File: src/verilog/eic_pkg.sv
// constants and types shared by the external pin interrupt controller
// assumes a single 100 MHz clock and an apb master with 32-bit data
package eic_pkg;

  localparam int ADDR_W = 8;
  localparam int NUM_IRQ = 3;
  localparam int VEC_W = 16;

  // register byte offsets
  localparam logic [ADDR_W-1:0] OFS_GENERAL_IRQ_CONTROL = 8'h00;
  localparam logic [ADDR_W-1:0] OFS_MCU_GENERAL_CONTROL = 8'h04;
  localparam logic [ADDR_W-1:0] OFS_MCU_CONTROL_STATUS = 8'h08;
  localparam logic [ADDR_W-1:0] OFS_STATUS_REGISTER = 8'h0C;
  localparam logic [ADDR_W-1:0] OFS_EVENT_STATUS = 8'h10;
  localparam logic [ADDR_W-1:0] OFS_EVENT_CLEAR = 8'h14;
  localparam logic [ADDR_W-1:0] OFS_EVENT_ENABLE = 8'h18;

  // field positions
  localparam int MCU_GENERAL_CONTROL_SENSE_ONE_LSB = 2;
  localparam int MCU_GENERAL_CONTROL_SENSE_ZERO_LSB = 0;
  localparam int MCU_CONTROL_STATUS_EDGE_POL_BIT = 6;
  localparam int STATUS_REGISTER_GLOBAL_EN_BIT = 7;

  // reset values
  localparam logic [7:0] GENERAL_IRQ_CONTROL_RESET = 8'h00;
  localparam logic [7:0] MCU_GENERAL_CONTROL_RESET = 8'h00;
  localparam logic [7:0] MCU_CONTROL_STATUS_RESET = 8'h00;
  localparam logic [7:0] STATUS_REGISTER_RESET = 8'h00;
  localparam logic [2:0] EVENT_EN_RESET = 3'h0;

  // vector change sequence timing, in clock cycles
  localparam int CHANGE_WINDOW_CYCLES = 4;
  localparam int POST_WRITE_CYCLES = 1;
  localparam int CNT_W = 3;

  typedef enum logic [1:0] {
    EIC_SENSE_LOW,
    EIC_SENSE_ANY,
    EIC_SENSE_FALL,
    EIC_SENSE_RISE
  } eic_sense_t;

  typedef enum logic [1:0] {
    EIC_CHG_IDLE,
    EIC_CHG_OPEN,
    EIC_CHG_HOLD
  } eic_chg_state_t;

  typedef struct packed {
    logic en_one;
    logic en_zero;
    logic en_two;
    logic [2:0] reserved;
    logic vector_table_select;
    logic vector_change_enable;
  } eic_general_irq_control_t;

  typedef struct packed {
    logic [ADDR_W-1:0] addr;
    logic write;
    logic [31:0] wdata;
  } eic_apb_req_t;

endpackage

File: src/verilog/eic_sense.sv
// one pin's sampler and trigger detector
// assumes the pin is already synchronous to the clock
module eic_sense
(
  input wire logic clk,
  input wire logic reset,
  input wire logic pin,
  input wire eic_pkg::eic_sense_t mode,
  output logic event_hit,
  output logic level_mode
);

  logic sampled;
  logic previous;

  // pin is registered before any edge detection so a pulse wider than a period is always seen
  always_ff @(posedge clk)
  begin
    if (reset)
    begin
      sampled <= 1'b1;
      previous <= 1'b1;
    end
    else
    begin
      sampled <= pin;
      previous <= sampled;
    end
  end

  assign level_mode = (mode == eic_pkg::EIC_SENSE_LOW);

  always_comb
  begin
    event_hit = 1'b0;
    unique case (mode)
      eic_pkg::EIC_SENSE_LOW: event_hit = ~sampled;
      eic_pkg::EIC_SENSE_ANY: event_hit = sampled ^ previous;
      eic_pkg::EIC_SENSE_FALL: event_hit = previous & ~sampled;
      eic_pkg::EIC_SENSE_RISE: event_hit = ~previous & sampled;
    endcase
  end

endmodule

File: src/verilog/eic_top.sv
// external pin interrupt controller: enables, sense control, vector table select
// assumes an apb master on the same clock and a cpu that acknowledges taken requests
module eic_top
#(
  parameter logic [15:0] BOOT_BASE_0 = 16'h1000,
  parameter logic [15:0] BOOT_BASE_1 = 16'h2000,
  parameter logic [15:0] BOOT_BASE_2 = 16'h3000,
  parameter logic [15:0] BOOT_BASE_3 = 16'h3800,
  parameter logic [15:0] VECTOR_STEP = 16'h0002
)
(
  input wire logic CLOCK,
  input wire logic RESET,
  input wire logic PSEL,
  input wire logic PENABLE,
  input wire logic PWRITE,
  input wire logic [eic_pkg::ADDR_W-1:0] PADDR,
  input wire logic [31:0] PWDATA,
  output logic [31:0] PRDATA,
  output logic PREADY,
  output logic PSLVERR,
  input wire logic [eic_pkg::NUM_IRQ-1:0] EXT_IRQ_PIN,
  input wire logic [1:0] BOOT_SIZE_FUSES,
  input wire logic [eic_pkg::NUM_IRQ-1:0] IRQ_ACK,
  output logic [eic_pkg::NUM_IRQ-1:0] EXT_IRQ_REQ,
  output logic [eic_pkg::VEC_W-1:0] IRQ_VECTOR,
  output logic [eic_pkg::VEC_W-1:0] VECTOR_BASE,
  output logic IRQ
);

  eic_pkg::eic_general_irq_control_t general_irq_control;
  logic en_one;
  logic en_zero;
  logic en_two;
  logic table_select;
  logic [7:0] mcu_general_control;
  logic [7:0] mcu_control_status;
  logic [7:0] status_register;
  logic [2:0] event_status;
  logic [2:0] event_enable;
  logic [2:0] pending;
  eic_pkg::eic_chg_state_t chg_state;
  logic [eic_pkg::CNT_W-1:0] chg_count;
  eic_pkg::eic_apb_req_t req;
  logic access;
  logic wr_general_irq_control;
  logic vector_change_enable_set_write;
  logic vector_table_select_accept;
  logic seq_mask;
  logic [2:0] event_hit;
  logic [2:0] level_mode;
  eic_pkg::eic_sense_t sense [3];
  logic [2:0] enable_vec;
  logic [2:0] next_req;

  assign req.addr = PADDR;
  assign req.write = PWRITE;
  assign req.wdata = PWDATA;
  assign access = PSEL & PENABLE & PREADY;

  function automatic logic hit(input logic [eic_pkg::ADDR_W-1:0] a, input logic [eic_pkg::ADDR_W-1:0] ofs);
    hit = (a == ofs);
  endfunction

  function automatic logic mapped(input logic [eic_pkg::ADDR_W-1:0] a);
    mapped = hit(a, eic_pkg::OFS_GENERAL_IRQ_CONTROL) | hit(a, eic_pkg::OFS_MCU_GENERAL_CONTROL)
           | hit(a, eic_pkg::OFS_MCU_CONTROL_STATUS) | hit(a, eic_pkg::OFS_STATUS_REGISTER)
           | hit(a, eic_pkg::OFS_EVENT_STATUS) | hit(a, eic_pkg::OFS_EVENT_CLEAR)
           | hit(a, eic_pkg::OFS_EVENT_ENABLE);
  endfunction

  assign wr_general_irq_control = access & req.write & hit(req.addr, eic_pkg::OFS_GENERAL_IRQ_CONTROL);
  assign vector_change_enable_set_write = wr_general_irq_control & req.wdata[0];
  assign vector_table_select_accept = wr_general_irq_control & ~req.wdata[0] & (chg_state == eic_pkg::EIC_CHG_OPEN);
  // mask from the set cycle on
  assign seq_mask = vector_change_enable_set_write | (chg_state != eic_pkg::EIC_CHG_IDLE);

  // apb: one setup cycle, answer in the first access cycle
  always_ff @(posedge CLOCK)
  begin
    if (RESET)
    begin
      PREADY <= 1'b0;
      PSLVERR <= 1'b0;
    end
    else
    begin
      PREADY <= PSEL & ~PENABLE;
      PSLVERR <= PSEL & ~PENABLE & ~mapped(req.addr);
    end
  end

  always_ff @(posedge CLOCK)
  begin
    if (RESET)
    begin
      PRDATA <= 32'h0000_0000;
    end
    else if (PSEL & ~PENABLE & ~req.write)
    begin
      PRDATA <= 32'h0000_0000;
      if (hit(req.addr, eic_pkg::OFS_GENERAL_IRQ_CONTROL))
      begin
        PRDATA[7:0] <= {general_irq_control.en_one, general_irq_control.en_zero, general_irq_control.en_two, 3'b000,
                        general_irq_control.vector_table_select, chg_state == eic_pkg::EIC_CHG_OPEN};
      end
      if (hit(req.addr, eic_pkg::OFS_MCU_GENERAL_CONTROL))
      begin
        PRDATA[7:0] <= mcu_general_control;
      end
      if (hit(req.addr, eic_pkg::OFS_MCU_CONTROL_STATUS))
      begin
        PRDATA[7:0] <= mcu_control_status;
      end
      if (hit(req.addr, eic_pkg::OFS_STATUS_REGISTER))
      begin
        PRDATA[7:0] <= status_register;
      end
      if (hit(req.addr, eic_pkg::OFS_EVENT_STATUS))
      begin
        PRDATA[2:0] <= event_status;
      end
      if (hit(req.addr, eic_pkg::OFS_EVENT_ENABLE))
      begin
        PRDATA[2:0] <= event_enable;
      end
    end
  end

  // enable bits; select and change enable are kept by the sequence logic
  always_ff @(posedge CLOCK)
  begin
    if (RESET)
    begin
      en_one <= eic_pkg::GENERAL_IRQ_CONTROL_RESET[7];
      en_zero <= eic_pkg::GENERAL_IRQ_CONTROL_RESET[6];
      en_two <= eic_pkg::GENERAL_IRQ_CONTROL_RESET[5];
    end
    else if (wr_general_irq_control)
    begin
      en_one <= req.wdata[7];
      en_zero <= req.wdata[6];
      en_two <= req.wdata[5];
    end
  end
  // one driver for the whole struct; the enables keep their flops above, select and change enable come from the sequence logic, reserved is zero
  assign general_irq_control = '{en_one: en_one,
                  en_zero: en_zero,
                  en_two: en_two,
                  reserved: 3'b000,
                  vector_table_select: table_select,
                  vector_change_enable: (chg_state == eic_pkg::EIC_CHG_OPEN)};

  always_ff @(posedge CLOCK)
  begin
    if (RESET)
    begin
      mcu_general_control <= eic_pkg::MCU_GENERAL_CONTROL_RESET;
      mcu_control_status <= eic_pkg::MCU_CONTROL_STATUS_RESET;
      status_register <= eic_pkg::STATUS_REGISTER_RESET;
      event_enable <= eic_pkg::EVENT_EN_RESET;
    end
    else if (access & req.write)
    begin
      if (hit(req.addr, eic_pkg::OFS_MCU_GENERAL_CONTROL))
      begin
        mcu_general_control <= req.wdata[7:0];
      end
      if (hit(req.addr, eic_pkg::OFS_MCU_CONTROL_STATUS))
      begin
        mcu_control_status <= req.wdata[7:0] & (8'h01 << eic_pkg::MCU_CONTROL_STATUS_EDGE_POL_BIT);
      end
      if (hit(req.addr, eic_pkg::OFS_STATUS_REGISTER))
      begin
        status_register <= req.wdata[7:0] & (8'h01 << eic_pkg::STATUS_REGISTER_GLOBAL_EN_BIT);
      end
      if (hit(req.addr, eic_pkg::OFS_EVENT_ENABLE))
      begin
        event_enable <= req.wdata[2:0];
      end
    end
  end

  // vector change sequence
  always_ff @(posedge CLOCK)
  begin
    if (RESET)
    begin
      chg_state <= eic_pkg::EIC_CHG_IDLE;
      chg_count <= '0;
      table_select <= eic_pkg::GENERAL_IRQ_CONTROL_RESET[1];
    end
    else if (vector_change_enable_set_write)
    begin
      // a second set restarts the window
      chg_state <= eic_pkg::EIC_CHG_OPEN;
      chg_count <= eic_pkg::CNT_W'(eic_pkg::CHANGE_WINDOW_CYCLES - 1);
    end
    else
    begin
      unique case (chg_state)
        eic_pkg::EIC_CHG_IDLE:
        begin
          chg_count <= '0;
        end
        eic_pkg::EIC_CHG_OPEN:
        begin
          if (vector_table_select_accept)
          begin
            table_select <= req.wdata[1];
            chg_state <= eic_pkg::EIC_CHG_HOLD;
            chg_count <= eic_pkg::CNT_W'(eic_pkg::POST_WRITE_CYCLES - 1);
          end
          else if (chg_count == '0)
          begin
            chg_state <= eic_pkg::EIC_CHG_IDLE;
          end
          else
          begin
            chg_count <= chg_count - 1'b1;
          end
        end
        eic_pkg::EIC_CHG_HOLD:
        begin
          if (chg_count == '0)
          begin
            chg_state <= eic_pkg::EIC_CHG_IDLE;
          end
          else
          begin
            chg_count <= chg_count - 1'b1;
          end
        end
        // the fourth code of the state word is never entered
        default:
        begin
          chg_state <= eic_pkg::EIC_CHG_IDLE;
        end
      endcase
    end
  end

  assign sense[1] = eic_pkg::eic_sense_t'(mcu_general_control[eic_pkg::MCU_GENERAL_CONTROL_SENSE_ONE_LSB +: 2]);
  // request zero own pair, same encoding
  assign sense[0] = eic_pkg::eic_sense_t'(mcu_general_control[eic_pkg::MCU_GENERAL_CONTROL_SENSE_ZERO_LSB +: 2]);
  assign sense[2] = mcu_control_status[eic_pkg::MCU_CONTROL_STATUS_EDGE_POL_BIT] ? eic_pkg::EIC_SENSE_RISE
                                                                    : eic_pkg::EIC_SENSE_FALL;

  // pins sampled with no regard to port direction
  genvar gi;
  generate
    for (gi = 0; gi < eic_pkg::NUM_IRQ; gi++)
    begin : g_pin
      eic_sense u_sense
      (
        .clk(CLOCK),
        .reset(RESET),
        .pin(EXT_IRQ_PIN[gi]),
        .mode(sense[gi]),
        .event_hit(event_hit[gi]),
        .level_mode(level_mode[gi])
      );
    end
  endgenerate

  // edge requests latch until the cpu takes them; an event in the ack cycle wins
  always_ff @(posedge CLOCK)
  begin
    if (RESET)
    begin
      pending <= 3'b000;
    end
    else
    begin
      pending <= ((pending & ~IRQ_ACK) | event_hit) & ~level_mode;
    end
  end

  always_ff @(posedge CLOCK)
  begin
    if (RESET)
    begin
      event_status <= 3'b000;
    end
    else if (access & req.write & hit(req.addr, eic_pkg::OFS_EVENT_CLEAR))
    begin
      event_status <= (event_status & ~req.wdata[2:0]) | event_hit;
    end
    else
    begin
      event_status <= event_status | event_hit;
    end
  end

  assign enable_vec = {general_irq_control.en_two, general_irq_control.en_one, general_irq_control.en_zero};

  always_comb
  begin
    for (int i = 0; i < eic_pkg::NUM_IRQ; i++)
    begin
      // enable and global flag; masked without touching the flag
      // level mode is live, so a short low may be missed
      next_req[i] = enable_vec[i] & status_register[eic_pkg::STATUS_REGISTER_GLOBAL_EN_BIT] & ~seq_mask
                  & (level_mode[i] ? event_hit[i] : (pending[i] | event_hit[i]));
    end
  end

  function automatic logic [eic_pkg::VEC_W-1:0] boot_base(input logic [1:0] f);
    unique case (f)
      2'b00: boot_base = BOOT_BASE_0;
      2'b01: boot_base = BOOT_BASE_1;
      2'b10: boot_base = BOOT_BASE_2;
      2'b11: boot_base = BOOT_BASE_3;
    endcase
  endfunction

  always_ff @(posedge CLOCK)
  begin
    if (RESET)
    begin
      EXT_IRQ_REQ <= 3'b000;
      VECTOR_BASE <= 16'h0000;
      IRQ_VECTOR <= 16'h0000;
      IRQ <= 1'b0;
    end
    else
    begin
      EXT_IRQ_REQ <= next_req;
      VECTOR_BASE <= general_irq_control.vector_table_select ? boot_base(BOOT_SIZE_FUSES) : 16'h0000;
      // own entry per request, zero has priority
      if (next_req[0])
      begin
        IRQ_VECTOR <= (general_irq_control.vector_table_select ? boot_base(BOOT_SIZE_FUSES) : 16'h0000) + VECTOR_STEP;
      end
      else if (next_req[1])
      begin
        IRQ_VECTOR <= (general_irq_control.vector_table_select ? boot_base(BOOT_SIZE_FUSES) : 16'h0000) + 16'(VECTOR_STEP * 2);
      end
      else if (next_req[2])
      begin
        IRQ_VECTOR <= (general_irq_control.vector_table_select ? boot_base(BOOT_SIZE_FUSES) : 16'h0000) + 16'(VECTOR_STEP * 3);
      end
      else
      begin
        IRQ_VECTOR <= 16'h0000;
      end
      IRQ <= |(event_status & event_enable);
    end
  end

endmodule

File: config.mk
export PLATFORM = sky130hd
export DESIGN_NAME = eic_top
export DESIGN_NICKNAME = d
export VERILOG_FILES = /design/src/verilog/eic_pkg.sv /design/src/verilog/eic_sense.sv /design/src/verilog/eic_top.sv
export SDC_FILE = /design/constraint.sdc
export NUM_CORES = 1
export LEC_CHECK = 0
export BUFFER_PORTS_ARGS = -buffer_cell sky130_fd_sc_hd__buf_2
export CAP_MARGIN = 20
export CORE_UTILIZATION = 49
export DETAILED_ROUTE_END_ITERATION = 10
export PLACE_DENSITY = 0.78
export RECOVER_POWER = 100
export SKIP_CTS_REPAIR_TIMING = 1
export SLEW_MARGIN = 30
export SYNTH_ARGS = -nofsm -noshare
export SYNTH_HDL_FRONTEND = slang
export SYNTH_SLANG_ARGS = --single-unit
File: constraint.sdc
create_clock -name CLOCK -period 2 [get_ports CLOCK]
set_input_delay 0.1 -clock CLOCK [delete_from_list [all_inputs] [get_ports CLOCK]]
set_output_delay 0.1 -clock CLOCK [all_outputs]
set_load 0.05 [all_outputs]
==> flow_summary.toml <==
[outcome]
outcome = "finished with violations"
violations = "hold timing"

[placement]
dp_slack_ps = 261.9
place_congestion = 0.8926
hpwl_um = 5170
portBuffers = 50

[clock_tree]
clock_latency_ps = 320
clock_sinks = 56
path_clk_slew_ps = 110
cts_root_buffer = "clkbuf_8"
h-tree-depth = 2
cts_made_buffers = 5
cts_tree = "done"
clk_path_buf_depth = 2

[synth]
yosys_warnings = 0
syn_avg_cell_area_um2 = 8.272
synth_top_cell_area_share = 0.3557
synthTopCellsByArea = "dfxtp_1 36%, buf_4 11%, a21oi_1 4.6%"
synthDistinctLibCells = 52
synth-async-reset-ratio = 0
synth_edf_count = 0
synth-seq-cells = 56
synthCells = 381
syn-cell-area_mm2 = 0.003152
ys_seq_area_frac = 0.3557
synth_top_cell_by_area = "dfxtp_1"
ys.flop_type = "dfxtp_1"

[floorplanning]
chipWidth_um = 82.20
die_area_mm2 = 0.006757
die_y_um = 82.20
coreArea_mm2 = 0.006061
ios = 123
start_util = 0.5200
std_cell_rows = 28

[finish]
fillers = 604
nets = 494
diodes = 0
areaGrowthSynthToFinish_pct = 7.860
utilization = 0.5609
drive_gt1_frac = 0.1250

[grt]
grt_max_degree = 23
grt_pass1_vias = 2477
grtUsageTotal = 0.2162
grt_pass1_wl_um = 11280
grt_overflow_total = 0
antenna_found_initial = 0

[sta]
timing.fmax_mhz = 561.7
fin_ws_ps = 219.8
rsz0062_at_grt = "false"
finClkSkew_ps = 12.62
tns_ps = 0
hold_violations = 1
hold_ws_ps = -1.948
worstMarginPinSlew_ps = 960.9
drv_slew = 0
period_share = 0.8901
finalCriticalPeriod_ps = 1780
setup_viol = 0
relSlewSlack = 0.3594

[critical_path]
cp.required_ps = 2180
ff2ff_path_depth = 6
crit_fanout = 4
max_stage_delay_ps = 460
r2r-end = "IRQ_VECTOR[11]$_SDFF_PP0_"
slowest_stage = "or3b_2"
critPathLaunchType = "register"
cp_top_family = "simple AND/OR/NAND/NOR gates"
cp_num_buf_inv = 1
r2r-start = "g_pin[1].u_sense.sampled$_SDFF_PP1_"
end_kind = "register"
worst-setup-path-type = "register to register"
r2r_setup_slack_ps = 220
critPathArrivalTime_ps = 1960
path_cells = "inv_1, ha_1, or3b_2, a21oi_1, or3b_2, a21oi_1"

[pwr]
p_per_area_mw_per_mm2 = 668.8
ir_worst_vdd_uv = 445.4
p_total_uw = 2273
cellLeakagePower_uw = 0.001376

[detailed_routing]
drt_wl_total_um = 6774
via_per_inst = 5.361
route.vias.total = 2718
drc = 0
postRouteAntennaNets = 0
drt-initial-drc-count = 147
first_pass_iters = 6
routedWlPerCell_um = 13.36

[worst_hold_path]
hold_path_startpoint = "PENABLE"
hold_end = "PREADY$_SDFF_PP0_"
hold_depth = 2
min_path_type = "input pin to register"

[flow_run]
drv_cap = 0
-- report_power, final --
group	total, uW	leakage (uW)	switching (uW)	internal (uW)
sequential	1140	0.000454	9.88	1130
clock	766	0.0000548	388	378
combinational	368	0.000868	303	64.7
-- per-stage QoR --
step / std cells / cell area, um2
2_1_floorplan: 428 / 3328
3_3_place_gp: 496 / 3302
3_5_place_dp: 496 / 3302
4_1_cts: 504 / 3417
5_1_grt: 507 / 3400
6_report: 507 / 3400
-- flip-flops by register name (all words and copies together) (netlist names), 2 cells and up --
signal,flops
EXT_IRQ_REQ,3
IRQ_VECTOR,5
PRDATA,8
VECTOR_BASE,3
chg_count,3
chg_state,2
event_enable,3
event_status,3
g_pin.u_sense.previous,3
g_pin.u_sense.sampled,3
mcu_general_control,8
pending,3
-- worst max path at each step --
stage	startpoint	to	slack, ps	cells after the start
after CTS	g_pin[1].u_sense.sampled$_SDFF_PP1_	IRQ_VECTOR[13]$_SDFF_PP0_	220	6
final	g_pin[1].u_sense.sampled$_SDFF_PP1_	IRQ_VECTOR[11]$_SDFF_PP0_	220	6
after detailed placement	g_pin[1].u_sense.sampled$_SDFF_PP1_	IRQ_VECTOR[13]$_SDFF_PP0_	260	6
after global placement	g_pin[1].u_sense.sampled$_SDFF_PP1_	IRQ_VECTOR[11]$_SDFF_PP0_	300	6
after floorplan	PREADY$_SDFF_PP0_	chg_state[1]$_SDFFE_PP0N_	180	5
after global routing	g_pin[0].u_sense.sampled$_SDFF_PP1_	IRQ_VECTOR[11]$_SDFF_PP0_	60	6
-- cells by family (layout without fill, tap and decap cells) --
| logic type | count (synthesis) | in the layout | synth area share |
|---|---|---|---|
| flops | 56 | 56 | 0.3557 |
| xor+xnor | 1 | 1 | 0.002779 |
| fa+ha+maj | 10 | 10 | 0.03970 |
| mux | 9 | 9 | 0.02898 |
| simple gates | 136 | 136 | 0.2461 |
| other cells | 1 | 48 | 0.001190 |
| buf+inv | 85 | 89 | 0.1604 |
| compound gates | 83 | 83 | 0.1651 |
-- layer usage --
metal / part of all wire / wire (um) / vias to the layer above / global-route usage
met4: 0.0083 / 56 / 0 / 0.06667
met2: 0.49 / 3324 / 101 / 0.3587
met1: 0.45 / 3021 / 1273 / 0.2840
met3: 0.055 / 372 / 8 / 0.03846
met5: 0 / 0 / - / 0
li1: - / - / 1336 / -
-- cells in the mapped netlist, types with 4 or more instances --
cell and count:
dfxtp_1 56, buf_4 48, a21oi_1 29, nor2_1 24
inv_1 20, nand3_1 20, nand2_1 19, o21ai_0 19
clkbuf_1 10, ha_1 10, nand4_1 10, mux2i_1 8
nor2b_1 8, nor3_1 8, or2_2 8, nand2b_1 7
and2_1 6, a31oi_1 4, buf_2 4, nor3b_1 4
o31ai_1 4, or3b_2 4
-- area by class of cell --
cell class	count	area, um2	share of cell area
Clock buffer	5	68.82	0.02024
Tap cell	75	93.84	0.02760
Clock inverter	3	46.29	0.01362
Timing Repair Buffer	61	292.8	0.08612
Multi-Input combinational cell	287	1702	0.5006
Inverter	20	75.07	0.02208
Sequential cell	56	1121	0.3298
-- cells in the final DEF (no fill, tap or decap), drive strengths merged, types with 5 or more instances in the layout --
cell type  instances
or2                8
inv               21
conb              48
nand3             20
buf               30
nor2              24
nand4             11
nor2b              8
mux2i              8
a21oi             29
and2               6
nand2             19
clkbuf            33
dfxtp             56
ha                10
o21ai             19
nor3               8
or3b               5
nand2b             7
-- worst reg2reg max path, stage by stage (launching register included) --
cell and delay, ps:
dfxtp_1 380, inv_1 60, ha_1 190, or3b_2 460, a21oi_1 260, or3b_2 220, a21oi_1 70
(Power assumes the default switching activity.)
